==> src/rtl/srf_pkg.sv <==
// Purpose: Constants for the serial register frame port
// Assumes: 125 MHz mclk
// Notes: Times kept in their own units, cycle counts derived
package srf_pkg;
   localparam int CLK_MHZ = 125;
   localparam int FRAME_BITS = 16;
   localparam int CNT_W = 5;
   localparam int ADDR_W = 7;
   localparam int DATA_W = 8;
   localparam int DIR_POS = 15;
   localparam int ADDR_MSB = 14;
   localparam int ADDR_LSB = 8;
   localparam logic DIR_WRITE = 1'b1;
   localparam logic [7:0] FAST_MAX_SETTING = 8'h07;
   localparam logic [7:0] PERIOD_RESET = 8'h01;
   // Start-up, reset and sleep recovery times
   localparam int POWER_ON_FAST_MS = 150;
   localparam int POWER_ON_NORM_MS = 190;
   localparam int RESET_REC_FAST_MS = 30;
   localparam int RESET_REC_NORM_MS = 70;
   localparam int SLEEP_REC_US = 2500;
   localparam int POWER_ON_FAST_CYC = POWER_ON_FAST_MS * 1000 * CLK_MHZ;
   localparam int POWER_ON_NORM_CYC = POWER_ON_NORM_MS * 1000 * CLK_MHZ;
   localparam int RESET_REC_FAST_CYC = RESET_REC_FAST_MS * 1000 * CLK_MHZ;
   localparam int RESET_REC_NORM_CYC = RESET_REC_NORM_MS * 1000 * CLK_MHZ;
   localparam int SLEEP_REC_CYC = SLEEP_REC_US * CLK_MHZ;
   localparam int WAIT_W = 25;
endpackage

==> src/rtl/srf_frame_if.sv <==
// Purpose: Carries a decoded frame between shifter and port
// Assumes: One mclk domain
// Notes: Strobe lasts one cycle
`timescale 1ns/10ps
`default_nettype none
interface srf_frame_if;
   logic frame_done;
   logic is_write;
   logic [6:0] addr;
   logic [7:0] data;
   modport src (output frame_done, output is_write, output addr, output data);
   modport dst (input frame_done, input is_write, input addr, input data);
endinterface
`default_nettype wire

==> src/rtl/srf_port.sv <==
// Purpose: Serial slave port to the register file of a tilt sensor
// Assumes: Master keeps frame spacing and clock limits
// Notes: Write port to a byte store; ready flag after recovery
`timescale 1ns/10ps
`default_nettype none
// Contract
// - Direction bit then seven address bits
// - Write frame stores following byte
// - Read frame data bits ignored
// - Setting 0x07 or below means fast mode
// - Power-on data delay 150 or 190 ms
// - Reset 30/70 ms, sleep 2.5 ms recovery
// - Default averaging settles in about 1.28 s
// - Mode 3, sample on rising edge
// - Sixteen bits, most significant first
module srf_port #(
   parameter int POWER_ON_FAST = srf_pkg::POWER_ON_FAST_CYC,
   parameter int POWER_ON_NORM = srf_pkg::POWER_ON_NORM_CYC,
   parameter int RESET_REC_FAST = srf_pkg::RESET_REC_FAST_CYC,
   parameter int RESET_REC_NORM = srf_pkg::RESET_REC_NORM_CYC,
   parameter int SLEEP_REC = srf_pkg::SLEEP_REC_CYC
) (
   input wire logic mclk,
   input wire logic rst_n,
   input wire logic sclk,
   input wire logic cs_n,
   input wire logic din,
   input wire logic power_on,
   input wire logic sleep_exit,
   input wire logic [7:0] sample_period_setting,
   output logic wr_strobe,
   output logic [6:0] wr_addr,
   output logic [7:0] wr_data,
   output logic fast_mode,
   output logic data_ready
);
   // ----------------------------------------
   // Reset and pin synchronisers
   // ----------------------------------------
   logic [1:0] rst_sync;
   logic srst_n;
   always_ff @(posedge mclk or negedge rst_n) begin
      if (!rst_n) begin
         rst_sync <= 2'b00;
      end else begin
         rst_sync <= {rst_sync[0], 1'b1};
      end
   end
   assign srst_n = rst_sync[1];

   logic [1:0] s_sclk, s_cs, s_din, s_sleep;
   logic sclk_d, sleep_d;
   logic [1:0] next_s_sclk, next_s_cs, next_s_din, next_s_sleep;
   logic next_sclk_d, next_sleep_d;
   always_comb begin
      next_s_sclk = {s_sclk[0], sclk};
      next_s_cs = {s_cs[0], cs_n};
      next_s_din = {s_din[0], din};
      next_s_sleep = {s_sleep[0], sleep_exit};
      next_sclk_d = s_sclk[1];
      next_sleep_d = s_sleep[1];
   end
   always_ff @(posedge mclk or negedge srst_n) begin
      if (!srst_n) begin
         s_sclk <= 2'b11;
         s_cs <= 2'b11;
         s_din <= 2'b00;
         s_sleep <= 2'b00;
         sclk_d <= 1'b1;
         sleep_d <= 1'b0;
      end else begin
         s_sclk <= next_s_sclk;
         s_cs <= next_s_cs;
         s_din <= next_s_din;
         s_sleep <= next_s_sleep;
         sclk_d <= next_sclk_d;
         sleep_d <= next_sleep_d;
      end
   end
   logic sclk_rise, sleep_rise;
   assign sclk_rise = s_sclk[1] && !sclk_d;
   assign sleep_rise = s_sleep[1] && !sleep_d;

   // ----------------------------------------
   // Frame shifter
   // ----------------------------------------
   srf_frame_if fr ();
   srf_shifter u_srf_shifter (
      .mclk(mclk),
      .rst_n(srst_n),
      .sclk_rise(sclk_rise),
      .cs_n(s_cs[1]),
      .din(s_din[1]),
      .fr(fr)
   );

   // ----------------------------------------
   // Write port
   // ----------------------------------------
   logic next_wr_strobe;
   logic [6:0] next_wr_addr;
   logic [7:0] next_wr_data;
   logic next_fast_mode;
   always_comb begin
      next_wr_strobe = 1'b0;
      next_wr_addr = wr_addr;
      next_wr_data = wr_data;
      next_fast_mode = (sample_period_setting <= srf_pkg::FAST_MAX_SETTING);
      if (fr.frame_done && fr.is_write == srf_pkg::DIR_WRITE) begin
         next_wr_strobe = 1'b1;
         next_wr_addr = fr.addr;
         next_wr_data = fr.data;
      end
      // Read frames change nothing here
   end
   always_ff @(posedge mclk or negedge srst_n) begin
      if (!srst_n) begin
         wr_strobe <= 1'b0;
         wr_addr <= '0;
         wr_data <= '0;
         fast_mode <= 1'b1;
      end else begin
         wr_strobe <= next_wr_strobe;
         wr_addr <= next_wr_addr;
         wr_data <= next_wr_data;
         fast_mode <= next_fast_mode;
      end
   end

   // ----------------------------------------
   // Data-valid delay
   // ----------------------------------------
   typedef enum logic [1:0] {
      SRF_WAIT = 2'b01,
      SRF_RUN = 2'b10
   } srf_state_e;
   srf_state_e st, next_st;
   logic [24:0] wait_cnt, next_wait_cnt;
   logic next_data_ready;
   logic [24:0] delay_sel;
   always_comb begin
      if (power_on) begin
         delay_sel = next_fast_mode ? 25'(POWER_ON_FAST) : 25'(POWER_ON_NORM);
      end else begin
         delay_sel = next_fast_mode ? 25'(RESET_REC_FAST) : 25'(RESET_REC_NORM);
      end
   end
   logic armed, next_armed;
   always_comb begin
      next_st = st;
      next_wait_cnt = wait_cnt;
      next_armed = 1'b1;
      if (!armed) begin
         next_wait_cnt = delay_sel;
      end
      case (st)
         SRF_WAIT: begin
            if (armed && wait_cnt <= 25'd1) begin
               next_st = SRF_RUN;
            end else if (armed) begin
               next_wait_cnt = wait_cnt - 25'd1;
            end
         end
         SRF_RUN: begin
            if (sleep_rise) begin
               next_st = SRF_WAIT;
               next_wait_cnt = 25'(SLEEP_REC);
            end
         end
         default: next_st = SRF_WAIT;
      endcase
      next_data_ready = (next_st == SRF_RUN);
   end
   always_ff @(posedge mclk or negedge srst_n) begin
      if (!srst_n) begin
         st <= SRF_WAIT;
         wait_cnt <= '0;
         armed <= 1'b0;
         data_ready <= 1'b0;
      end else begin
         st <= next_st;
         wait_cnt <= next_wait_cnt;
         armed <= next_armed;
         data_ready <= next_data_ready;
      end
   end
endmodule // srf_port
`default_nettype wire

==> src/rtl/srf_shifter.sv <==
// Purpose: Mode 3 sixteen-bit input shifter
// Assumes: Pins already synchronised to mclk
// Notes: Samples data on each rising serial clock while cs_n is low, up to sixteen bits
`timescale 1ns/10ps
`default_nettype none
module srf_shifter (
   input wire logic mclk,
   input wire logic rst_n,
   input wire logic sclk_rise,
   input wire logic cs_n,
   input wire logic din,
   srf_frame_if.src fr
);
   logic [15:0] shreg, next_shreg;
   logic [4:0] cnt, next_cnt;
   logic done, next_done;

   always_comb begin
      next_shreg = shreg;
      next_cnt = cnt;
      next_done = 1'b0;
      if (cs_n) begin
         next_cnt = '0;
      end else if (sclk_rise && cnt < 5'(srf_pkg::FRAME_BITS)) begin
         next_shreg = {shreg[14:0], din};
         next_cnt = cnt + 5'd1;
         next_done = (cnt == 5'(srf_pkg::FRAME_BITS - 1));
      end
   end

   always_ff @(posedge mclk or negedge rst_n) begin
      if (!rst_n) begin
         shreg <= '0;
         cnt <= '0;
         done <= 1'b0;
      end else begin
         shreg <= next_shreg;
         cnt <= next_cnt;
         done <= next_done;
      end
   end

   assign fr.frame_done = done;
   assign fr.is_write = shreg[srf_pkg::DIR_POS];
   assign fr.addr = shreg[srf_pkg::ADDR_MSB:srf_pkg::ADDR_LSB];
   assign fr.data = shreg[7:0];
endmodule // srf_shifter
`default_nettype wire

==> config.mk <==
export PLATFORM = sky130hd
export DESIGN_NAME = srf_port
export DESIGN_NICKNAME = d
export VERILOG_FILES = /design/src/rtl/srf_pkg.sv /design/src/rtl/srf_frame_if.sv /design/src/rtl/srf_port.sv /design/src/rtl/srf_shifter.sv
export SDC_FILE = /design/constraint.sdc
export NUM_CORES = 1
export LEC_CHECK = 0
export BUFFER_PORTS_ARGS = -buffer_cell sky130_fd_sc_hd__buf_2
export CORE_ASPECT_RATIO = 2
export CORE_MARGIN = 1
export CORE_UTILIZATION = 35
export CTS_CLUSTER_DIAMETER = 30
export DETAILED_ROUTE_END_ITERATION = 7
export GPL_ROUTABILITY_DRIVEN = 0
export PLACE_DENSITY_LB_ADDON = 0.25
export SYNTH_ARGS = -nofsm -noshare
export SYNTH_HDL_FRONTEND = slang
export SYNTH_SLANG_ARGS = --single-unit
export TNS_END_PERCENT = 5
==> constraint.sdc <==
create_clock -name mclk -period 2.5 [get_ports mclk]
set_input_delay 0.125 -clock mclk [delete_from_list [all_inputs] [get_ports mclk]]
set_output_delay 0.125 -clock mclk [all_outputs]
set_load 0.02 [all_outputs]
==> impl_metrics.csv, run 1 <==
group,metric,value,unit
global_route,grt.total_usage,0.197,
global_route,grt_max_degree,52,
logic_synthesis,ys_types,62,
route,dr_total_vias,3442,
critical_path,rr_worst_depth,6,
floorplanning,core,0.0112,sq mm
floorplanning,fp.dieW,77.8,um
floorplanning,start_util,0.358,
power_and_ir_drop,ir_worst_vdd,413,uV
global_route,grt_pass1_wl,17800,um
sta,setup_viol_count_final,0,
sta,hold_viol,0,
logic_synthesis,postSynth.asyncResetShare,1.00,
sta,tns,0,ns
critical_path,critical_path_class,"register to register",
cells_and_area,nets,464,
route,ant_nets,0,
floorplanning,ios,33,
global_route,globalRouteOverflowTotal,0,
run_status,outcome,"finished clean",
clocking,clk-insertion-delay-late,0.33,ns
route,wl_per_cell,18.6,um
critical_path,end_kind,"register",
global_route,antenna_found_initial,0,
power_and_ir_drop,powerDensity,806,mW/mm^2
logic_synthesis,synthTopCellsByArea,"dfrtp_1, mux2_2, dfstp_2, ha_1, nor2_1",
cells_and_area,area_delta_synth_final,21.5,%
power_and_ir_drop,leakagePower,2.19,nW
logic_synthesis,synth-warning-count,0,
clocking,cts_tree,"done",
floorplanning,num_rows,55,
critical_path,critPathMaxFanout,8,
logic_synthesis,yosysSeqAreaShare,0.500,
critical_path,cp_cell_sequence,"nor4_4, nand4_1, buf_4, a211o_1, a311oi_1, nor3_1",
route,vias_per_cell,5.86,
clocking,cts_buffer_depth,2,
clocking,cts_buffers,9,
logic_synthesis,ys.flop_type,"dfrtp_1",
route,first_pass_iters,5,
sta,fin_crit_sh,0.944,
sta,max-slew-margin-rel,0.562,
global_route,grt_pass1_vias,3510,
placed_design,dp_hpwl,7980,um
clocking,clkSlewWorstSetupHoldPaths,0.06,ns
placed_design,numPortBuffers,29,
logic_synthesis,synth_edf_count,0,
sta,worst_pin_slew,0.656,ns
logic_synthesis,yosys-top-cells-count,"dfrtp_1, mux2_2, nor2_1",
clocking,root_buffer,"clkbuf_16",
clocking,cts-htree-levels,3,
critical_path,cp.arrival,2.57,ns
critical_path,max_stage_delay,0.44,ns
power_and_ir_drop,power.total,0.00394,W
logic_synthesis,synthCells,385,
logic_synthesis,synth_top_area_frac,0.455,
clocking,cts_num_sinks,80,
sta,fin_worst_skew,0.00455,ns
route,drc,0,
min_path,hold_depth,3,
logic_synthesis,ys_seq_elements,80,
critical_path,cp-start-kind,"register",
route,drt_iter0_markers,267,
sta,fmax,0.424,GHz
floorplanning,dieArea,0.0119,sq mm
logic_synthesis,syn-mean-instance-area,10.4,sq um
critical_path,slowest_stage,"dfrtp_1",
sta,rsz0062_at_grt,"no",
sta,slew_violations,0,
job,maxCapViolCount,0,
cells_and_area,n_antenna_cell,0,
floorplanning,die_y,154,um
logic_synthesis,synth_largest_area_cell,"dfrtp_1",
route,routed_wl,10900,um
logic_synthesis,yosysMostFrequentCell,"dfrtp_1",
cells_and_area,drive_above_1_share,0.283,
min_path,hp-class,"primary input to register",
logic_synthesis,syn-cell-area,0.00402,sq mm
critical_path,cp.required,2.71,ns
sta,period_needed,2.36,ns
==> cells by family after synthesis <==
| group | after synthesis | synth area share |
|---|---|---|
| simple gates | 138 | 0.191 |
| compound gates | 85 | 0.146 |
| flops | 80 | 0.500 |
| buf+inv | 35 | 0.0330 |
| mux | 33 | 0.0918 |
| fa+ha+maj | 9 | 0.0280 |
| xor+xnor | 4 | 0.00872 |
| other cells | 1 | 0.000933 |
==> cell usage in the layout (no fill, tap or decap), types with 8 or more instances in the layout <==
cell	instances
o21ai_0	13
nor2_1	30
a211oi_1	8
clkbuf_16	9
nor4_1	10
nand3_1	12
buf_4	26
a21oi_1	17
nor3_1	9
inv_1	14
buf_2	29
nand2_1	23
dfrtp_1	72
mux2_2	31
ha_1	9
==> per-stage QoR <==
stage | hold slack [ns] | instance area (sq um) | worst slack [ns] | utilization | std cells
after floorplan | -0.171 | 4020 | 0.119 | - | 386
after global placement | -0.0817 | 4520 | 0.252 | 0.403 | 564
after detailed placement | -0.0828 | 4520 | 0.159 | 0.403 | 564
after CTS | 0.0568 | 4860 | 0.168 | 0.434 | 585
after global routing | 0.0726 | 4880 | 0.0298 | 0.435 | 587
final | 0.0701 | 4880 | 0.139 | 0.435 | 587
==> routing by layer <==
metal	global-route usage	wire, um	share of wire	up-vias
met2	0.349	5910	0.54	147
met5	0	0	0	-
met1	0.190	3740	0.34	1697
met3	0.0380	477	0.044	48
li1	-	-	-	1550
met4	0.170	799	0.073	0
==> flip-flops by register name, indices dropped and copies added (netlist names) <==
signal	count
u_srf_shifter.cnt	5
u_srf_shifter.shreg	16
s_sleep	2
data_ready	1
wait_cnt	25
wr_strobe	1
fast_mode	1
s_sclk	2
rst_sync	2
sclk_d	1
sleep_d	1
wr_data	8
s_cs	2
st	2
u_srf_shifter.fr.frame_done	1
wr_addr	7
armed	1
s_din	2
==> timing repair <==
action | 4_1_cts | 5_1_grt
setup endpoints to repair | 0 | 1
hold buffers | 5 | 0
gates resized for setup | 0 | 1
endpoints found under the hold margin | 6 | 0
buffers inserted | 0 | 2
==> report_power, final <==
group	switching (W)	internal [W]
Combinational	0.000394	0.000371
Clock	0.000530	0.000773
Sequential	0.000327	0.00154
==> final cells by class <==
type / count / area, sq um
repair buffers: 63 / 450
well taps: 142 / 178
clock buffers: 9 / 225
fillers: 1071 / 6330
inverters: 15 / 56.3
clock inverters: 7 / 70.1
multi-input cells: 271 / 1890
flip-flops and latches: 80 / 2010
==> critical path, delay by kind of cell (launching register included) <==
kind,cells,cell delay (ns)
AO/OA/AOI/OAI,2,0.77
buffers and inverters,1,0.21
flip-flops,1,0.44
AND/OR/NAND/NOR,3,0.81
==> final timing paths <==
check	startpoint	end	slack [ns]
max in group asynchronous	rst_sync[1]$_DFF_PN0_	s_cs[0]$_DFF_PN1_	1.58
hold / removal	sample_period_setting[3]	fast_mode$_DFF_PN1_	0.07
min in group asynchronous	rst_n	rst_sync[0]$_DFF_PN0_	0.10
setup reg to reg	wait_cnt[5]$_DFF_PN0_	wait_cnt[8]$_DFF_PN0_	0.14
hold reg to reg	rst_sync[1]$_DFF_PN0_	u_srf_shifter.shreg[1]$_DFFE_PN0P_	0.26
setup / recovery	wait_cnt[5]$_DFF_PN0_	wait_cnt[8]$_DFF_PN0_	0.14
Note: power is estimated with default switching activity, not from simulation.
==> run 2, diff against run 1 <==
SYNTH_HIERARCHICAL = 1   (was default)
==> impl_metrics.csv, run 2 <==
group,metric,value,unit
run_status,outcome,"complete, but fails checks",
run_status,failed_checks,"negative setup slack",
job,maxCapViolCount,0,
logic_synthesis,synthTopCellsByArea,"dfrtp_1, mux2_2, dfstp_2, a21oi_1, mux2_4",
clocking,cts_tree,"done",
route,ant_nets,0,
cells_and_area,nets,478,
route,first_pass_iters,4,
cells_and_area,final_cell_area,0.00505,sq mm
logic_synthesis,yosysSeqAreaShare,0.496,
logic_synthesis,syn-cell-area,0.00405,sq mm
floorplanning,die_y,154,um
clocking,cts_buffer_depth,2,
route,dr_total_vias,3356,
sta,max-slew-margin-rel,0.550,
power_and_ir_drop,powerDensity,1050,mW/mm^2
logic_synthesis,yosysMostFrequentCell,"dfrtp_1",
logic_synthesis,synth_largest_area_cell,"dfrtp_1",
sta,period_needed,2.50,ns
sta,fin_crit_sh,1.00,
logic_synthesis,yosys-top-cells-count,"dfrtp_1, a21oi_1, nor2_1",
cells_and_area,largest_reg_flops,25,
cells_and_area,final_cell_mix,"dfrtp_1, buf_4, buf_2",
cells_and_area,regMostFlops,"wait_cnt",
clocking,root_buffer,"clkbuf_16",
logic_synthesis,postSynth.asyncResetShare,1.00,
global_route,globalRouteOverflowTotal,0,
critical_path,end_kind,"register",
logic_synthesis,synth_edf_count,0,
route,wl_per_cell,19.3,um
logic_synthesis,synth-warning-count,6,
critical_path,worstReg2RegEnd,"wait_cnt[16]$_DFF_PN0_",
floorplanning,core,0.0113,sq mm
critical_path,ff2ff_setup_slack,-0.00002,ns
clocking,clkSlewWorstSetupHoldPaths,0.06,ns
route,routed_wl,11600,um
power_and_ir_drop,leakagePower,2.29,nW
global_route,grt_pass1_vias,3656,
logic_synthesis,synthCells,379,
clocking,cts-htree-levels,3,
placed_design,placed_cell_area,0.00464,sq mm
route,drc,0,
sta,rsz0062_at_grt,"yes",
global_route,antenna_found_initial,0,
cells_and_area,area_delta_synth_final,24.7,%
sta,fin_worst_skew,0.00760,ns
logic_synthesis,ys_seq_elements,80,
critical_path,critPathLaunch,"wait_cnt[1]$_DFF_PN0_",
sta,tns,-0.0000226,ns
clocking,cts_setup_buffers,0,
critical_path,critical_path_class,"register to register",
clocking,cts_num_sinks,80,
cells_and_area,n_antenna_cell,0,
critical_path,cp.required,2.75,ns
cells_and_area,final_common_cell,"dfrtp_1",
logic_synthesis,synth_top_area_frac,0.451,
floorplanning,fp.dieW,78.1,um
sta,setup_viol_count_final,1,
power_and_ir_drop,ir_worst_vdd,439,uV
power_and_ir_drop,p_switching,0.00198,W
global_route,grt.total_usage,0.206,
clocking,cts_buffers,9,
sta,worst_slack,-0.0000226,ns
power_and_ir_drop,p_seq_frac,0.343,
critical_path,cp.arrival,2.75,ns
power_and_ir_drop,intPower,0.00332,W
logic_synthesis,syn-mean-instance-area,10.7,sq um
global_route,grt_pass1_wl,18700,um
floorplanning,ios,33,
power_and_ir_drop,combinationalPowerShare,0.412,
route,drt_iter0_markers,175,
sta,fmax,0.400,GHz
sta,worst_pin_slew,0.673,ns
power_and_ir_drop,p_clk_frac,0.245,
power_and_ir_drop,swShare,0.373,
floorplanning,num_rows,55,
route,vias_per_cell,5.58,
placed_design,numPortBuffers,29,
min_path,hp-class,"primary input to register",
critical_path,cp-start-kind,"register",
sta,slew_violations,0,
sta,hold_viol,0,
critical_path,critPathMaxFanout,4,
logic_synthesis,ys.flop_type,"dfrtp_1",
cells_and_area,drive_above_1_share,0.329,
floorplanning,start_util,0.359,
logic_synthesis,ys_types,60,
critical_path,endpoint,"wait_cnt[16]$_DFF_PN0_",
clocking,clk-insertion-delay-late,0.34,ns
global_route,grt_max_degree,50,
critical_path,reg2reg_from,"wait_cnt[1]$_DFF_PN0_",
critical_path,rr_worst_depth,7,
placed_design,dp_hpwl,8610,um
cells_and_area,largestRegisters,"wait_cnt x25, u_srf_shifter/shreg x16, wr_data x8",
floorplanning,dieArea,0.0120,sq mm
[run 2: area by class of cell]
type | instances | area, sq um
fillers | 1082 | 6230
flip-flops and latches | 80 | 2010
multi-input cells | 270 | 1960
repair buffers | 82 | 571
clock buffers | 11 | 233
well taps | 142 | 178
clock inverters | 5 | 58.8
inverters | 11 | 41.3
[run 2: kinds of logic (layout without fill, tap and decap cells)]
family	after synthesis	count (layout)	synth area share
AO/OA/AOI/OAI	95	95	0.153
XOR/XNOR	11	11	0.0238
adder cells (fa/ha/maj)	9	9	0.0278
buffers and inverters	30	109	0.0355
flip-flops	80	80	0.496
multiplexers	34	34	0.102
other	1	2	0.000926
AND/OR/NAND/NOR	119	119	0.160
[run 2: power groups by stage]
stage                     clock (W)  sequential (W)  combinational (W)
final                       0.00130         0.00182            0.00219
after global routing        0.00138         0.00184            0.00237
after CTS                   0.00133         0.00181            0.00209
after detailed placement          0         0.00183            0.00206
after global placement            0         0.00182            0.00204
after floorplan                   0         0.00182            0.00116
[run 2: worst min-delay path by stage]
stage          slack, ns                     start                     to  depth (start not counted)
4_1_cts             0.04  sample_period_setting[5]    fast_mode$_DFF_PN1_                          3
3_5_place_dp       -0.09                     rst_n  rst_sync[0]$_DFF_PN0_                          1
2_1_floorplan      -0.17                     rst_n  rst_sync[0]$_DFF_PN0_                          0
5_1_grt             0.07  sample_period_setting[5]    fast_mode$_DFF_PN1_                          3
6_report            0.05  sample_period_setting[5]    fast_mode$_DFF_PN1_                          3
3_3_place_gp       -0.09                     rst_n  rst_sync[0]$_DFF_PN0_                          1
[run 2: worst max-delay path, cell delays in order (launching register included)]
cell and delay, ns:
dfrtp_1 0.41, inv_1 0.09, ha_1 0.16, or4b_2 0.61, or3_4 0.39, or3_2 0.44
xnor2_1 0.13, a21oi_1 0.17
[run 2: timing repair]
item / in CTS / in global routing
pin swaps: 0 / 2
endpoints found under the hold margin: 7 / 0
endpoints found under the setup margin: 5 / 14
gates resized for setup: 3 / 11
hold buffers: 6 / 0
[run 2: through the flow]
step	setup slack, ns	hold slack (ns)	util	total power (W)	std cells
final	-0.0000226	0.0463	0.448	0.00530	601
after global routing	-0.0454	0.0722	0.448	0.00560	601
after CTS	-0.0143	0.0362	0.444	0.00523	601
after detailed placement	-0.172	-0.0872	0.412	0.00390	579
after global placement	-0.186	-0.0896	0.412	0.00385	579
after floorplan	0.00736	-0.171	-	0.00298	380
[run 2: routing by layer]
layer | GRT usage | routed length, um | vias up
li1 | - | - | 1541
met5 | 0 | 0 | -
met2 | 0.369 | 6190 | 116
met1 | 0.197 | 4110 | 1648
met4 | 0.168 | 879 | 0
met3 | 0.0409 | 419 | 51
==> run 3, diff against run 2 <==
MAX_ROUTING_LAYER = met4   (was default)
==> impl_metrics.csv, run 3 (synthesis results as in run 2) <==
group,metric,value,unit
clocking,cts-htree-levels,3,
power_and_ir_drop,swShare,0.374,
power_and_ir_drop,powerDensity,1050,mW/mm^2
critical_path,cp_num_buf_inv,2,
sta,rsz0062_at_grt,"yes",
placed_design,dp_hpwl,8610,um
sta,hold_viol,0,
min_path,hp-class,"primary input to register",
cells_and_area,final_cell_mix,"dfrtp_1, buf_4, buf_2",
route,dr_total_vias,3385,
critical_path,critPathTopFamily,"simple AND/OR/NAND/NOR gates",
critical_path,cp.arrival,2.68,ns
power_and_ir_drop,p_clk_frac,0.245,
clocking,cts_tree,"done",
floorplanning,ios,33,
global_route,grt_pass1_vias,3636,
cells_and_area,nets,478,
sta,setup_viol_count_final,0,
cells_and_area,area_delta_synth_final,24.7,%
global_route,grt_max_degree,50,
power_and_ir_drop,p_seq_frac,0.342,
floorplanning,dieArea,0.0120,sq mm
critical_path,critPathMaxFanout,6,
clocking,cts_buffers,9,
clocking,clk-insertion-delay-late,0.34,ns
sta,fmax,0.405,GHz
route,routed_wl,11600,um
cells_and_area,final_common_cell,"dfrtp_1",
floorplanning,fp.dieW,78.1,um
cells_and_area,fin_util,0.448,
sta,fin_worst_skew,0.00931,ns
sta,slew_violations,0,
job,maxCapViolCount,0,
critical_path,end_kind,"register",
cells_and_area,final_cell_area,0.00505,sq mm
sta,fin_crit_sh,0.987,
floorplanning,die_y,154,um
critical_path,cp.required,2.72,ns
route,first_pass_iters,5,
clocking,cts_num_sinks,80,
clocking,cts_setup_buffers,0,
cells_and_area,largest_reg_flops,25,
power_and_ir_drop,leakagePower,2.29,nW
floorplanning,num_rows,55,
run_status,outcome,"finished clean",
cells_and_area,n_antenna_cell,0,
critical_path,max_stage_delay,0.59,ns
route,drt_iter0_markers,160,
route,vias_per_cell,5.63,
route,drc,0,
route,wl_per_cell,19.3,um
placed_design,numPortBuffers,29,
global_route,globalRouteOverflowTotal,0,
cells_and_area,final_cells,601,
critical_path,critical_path_class,"register to register",
floorplanning,core,0.0113,sq mm
sta,worst_slack,0.0320,ns
power_and_ir_drop,intPower,0.00332,W
route,ant_nets,0,
global_route,grt_pass1_wl,18700,um
power_and_ir_drop,combinationalPowerShare,0.413,
power_and_ir_drop,power.total,0.00531,W
placed_design,placed_cell_area,0.00464,sq mm
placed_design,placedCellCount,579,
sta,worst_pin_slew,0.679,ns
cells_and_area,regMostFlops,"wait_cnt",
power_and_ir_drop,p_switching,0.00199,W
power_and_ir_drop,ir_worst_vdd,438,uV
clocking,cts_buffer_depth,2,
sta,max-slew-margin-rel,0.546,
clocking,root_buffer,"clkbuf_16",
critical_path,cp_cell_sequence,"or4_4, or4_4, buf_4, o21ai_1, buf_4, xor2_1, a211oi_2",
clocking,clkSlewWorstSetupHoldPaths,0.06,ns
cells_and_area,drive_above_1_share,0.329,
global_route,grt.total_usage,0.212,
critical_path,cp-start-kind,"register",
global_route,antenna_found_initial,0,
cells_and_area,largestRegisters,"wait_cnt x25, u_srf_shifter/shreg x16, wr_data x8",
floorplanning,start_util,0.359,
placed_design,post-place-ws,-0.172,ns
sta,period_needed,2.47,ns
critical_path,slowest_stage,"or4_4",
run 3: cell counts in the layout (fill, tap and decap cells not counted):
No cell type changed its count.
run 3: timing repair:
item | 4_1_cts | 5_1_grt
hold buffers | 6 | 0
endpoints found under the hold margin | 7 | 0
pin swaps | 0 | 2
gates resized for setup | 3 | 11
endpoints found under the setup margin | 5 | 14
run 3: layout make-up:
class | instances | area [sq um]
clock buffers | 11 | 233
clock inverters | 5 | 58.8
fillers | 1082 | 6230
inverters | 11 | 41.3
multi-input cells | 270 | 1960
flip-flops and latches | 80 | 2010
well taps | 142 | 178
repair buffers | 82 | 571
run 3: final timing paths:
path	startpoint	endpoint	slack [ns]	depth (start not counted)
max	wait_cnt[12]$_DFF_PN0_	wait_cnt[4]$_DFF_PN0_	0.03	7
min	sample_period_setting[5]	fast_mode$_DFF_PN1_	0.05	3
min in group asynchronous	rst_n	rst_sync[0]$_DFF_PN0_	0.09	2
min reg2reg	rst_sync[1]$_DFF_PN0_	wait_cnt[7]$_DFF_PN0_	0.35	0
max reg2reg	wait_cnt[12]$_DFF_PN0_	wait_cnt[4]$_DFF_PN0_	0.03	7
max in group asynchronous	rst_sync[1]$_DFF_PN0_	s_cs[0]$_DFF_PN1_	1.42	1
run 3: worst register-to-register path, stage by stage (launching register included):
cell and delay [ns]:
dfrtp_1 0.43, or4_4 0.54, or4_4 0.59, buf_4 0.18, o21ai_1 0.20, buf_4 0.15, xor2_1 0.17, a211oi_2 0.09
run 3: routing by layer:
layer,GRT usage,vias to the layer above,part of all wire
met5,-,-,0
met4,0.168,0,0.083
met3,0.0386,68,0.039
met2,0.368,133,0.53
met1,0.199,1644,0.35
li1,-,1540,-
run 3: power groups by stage:
stage,Combinational [W],Sequential (W),Clock [W]
2_1_floorplan,0.00116,0.00182,0
3_3_place_gp,0.00204,0.00182,0
3_5_place_dp,0.00206,0.00183,0
4_1_cts,0.00209,0.00181,0.00133
5_1_grt,0.00237,0.00184,0.00138
6_report,0.00219,0.00181,0.00130
run 3: metrics by stage:
stage,setup TNS [ns],hold WS [ns]
floorplan,0,-0.171
global placement,-0.423,-0.0896
detailed placement,-0.422,-0.0872
CTS,-0.0143,0.0362
global route,-0.0948,0.0722
finish,0,0.0527
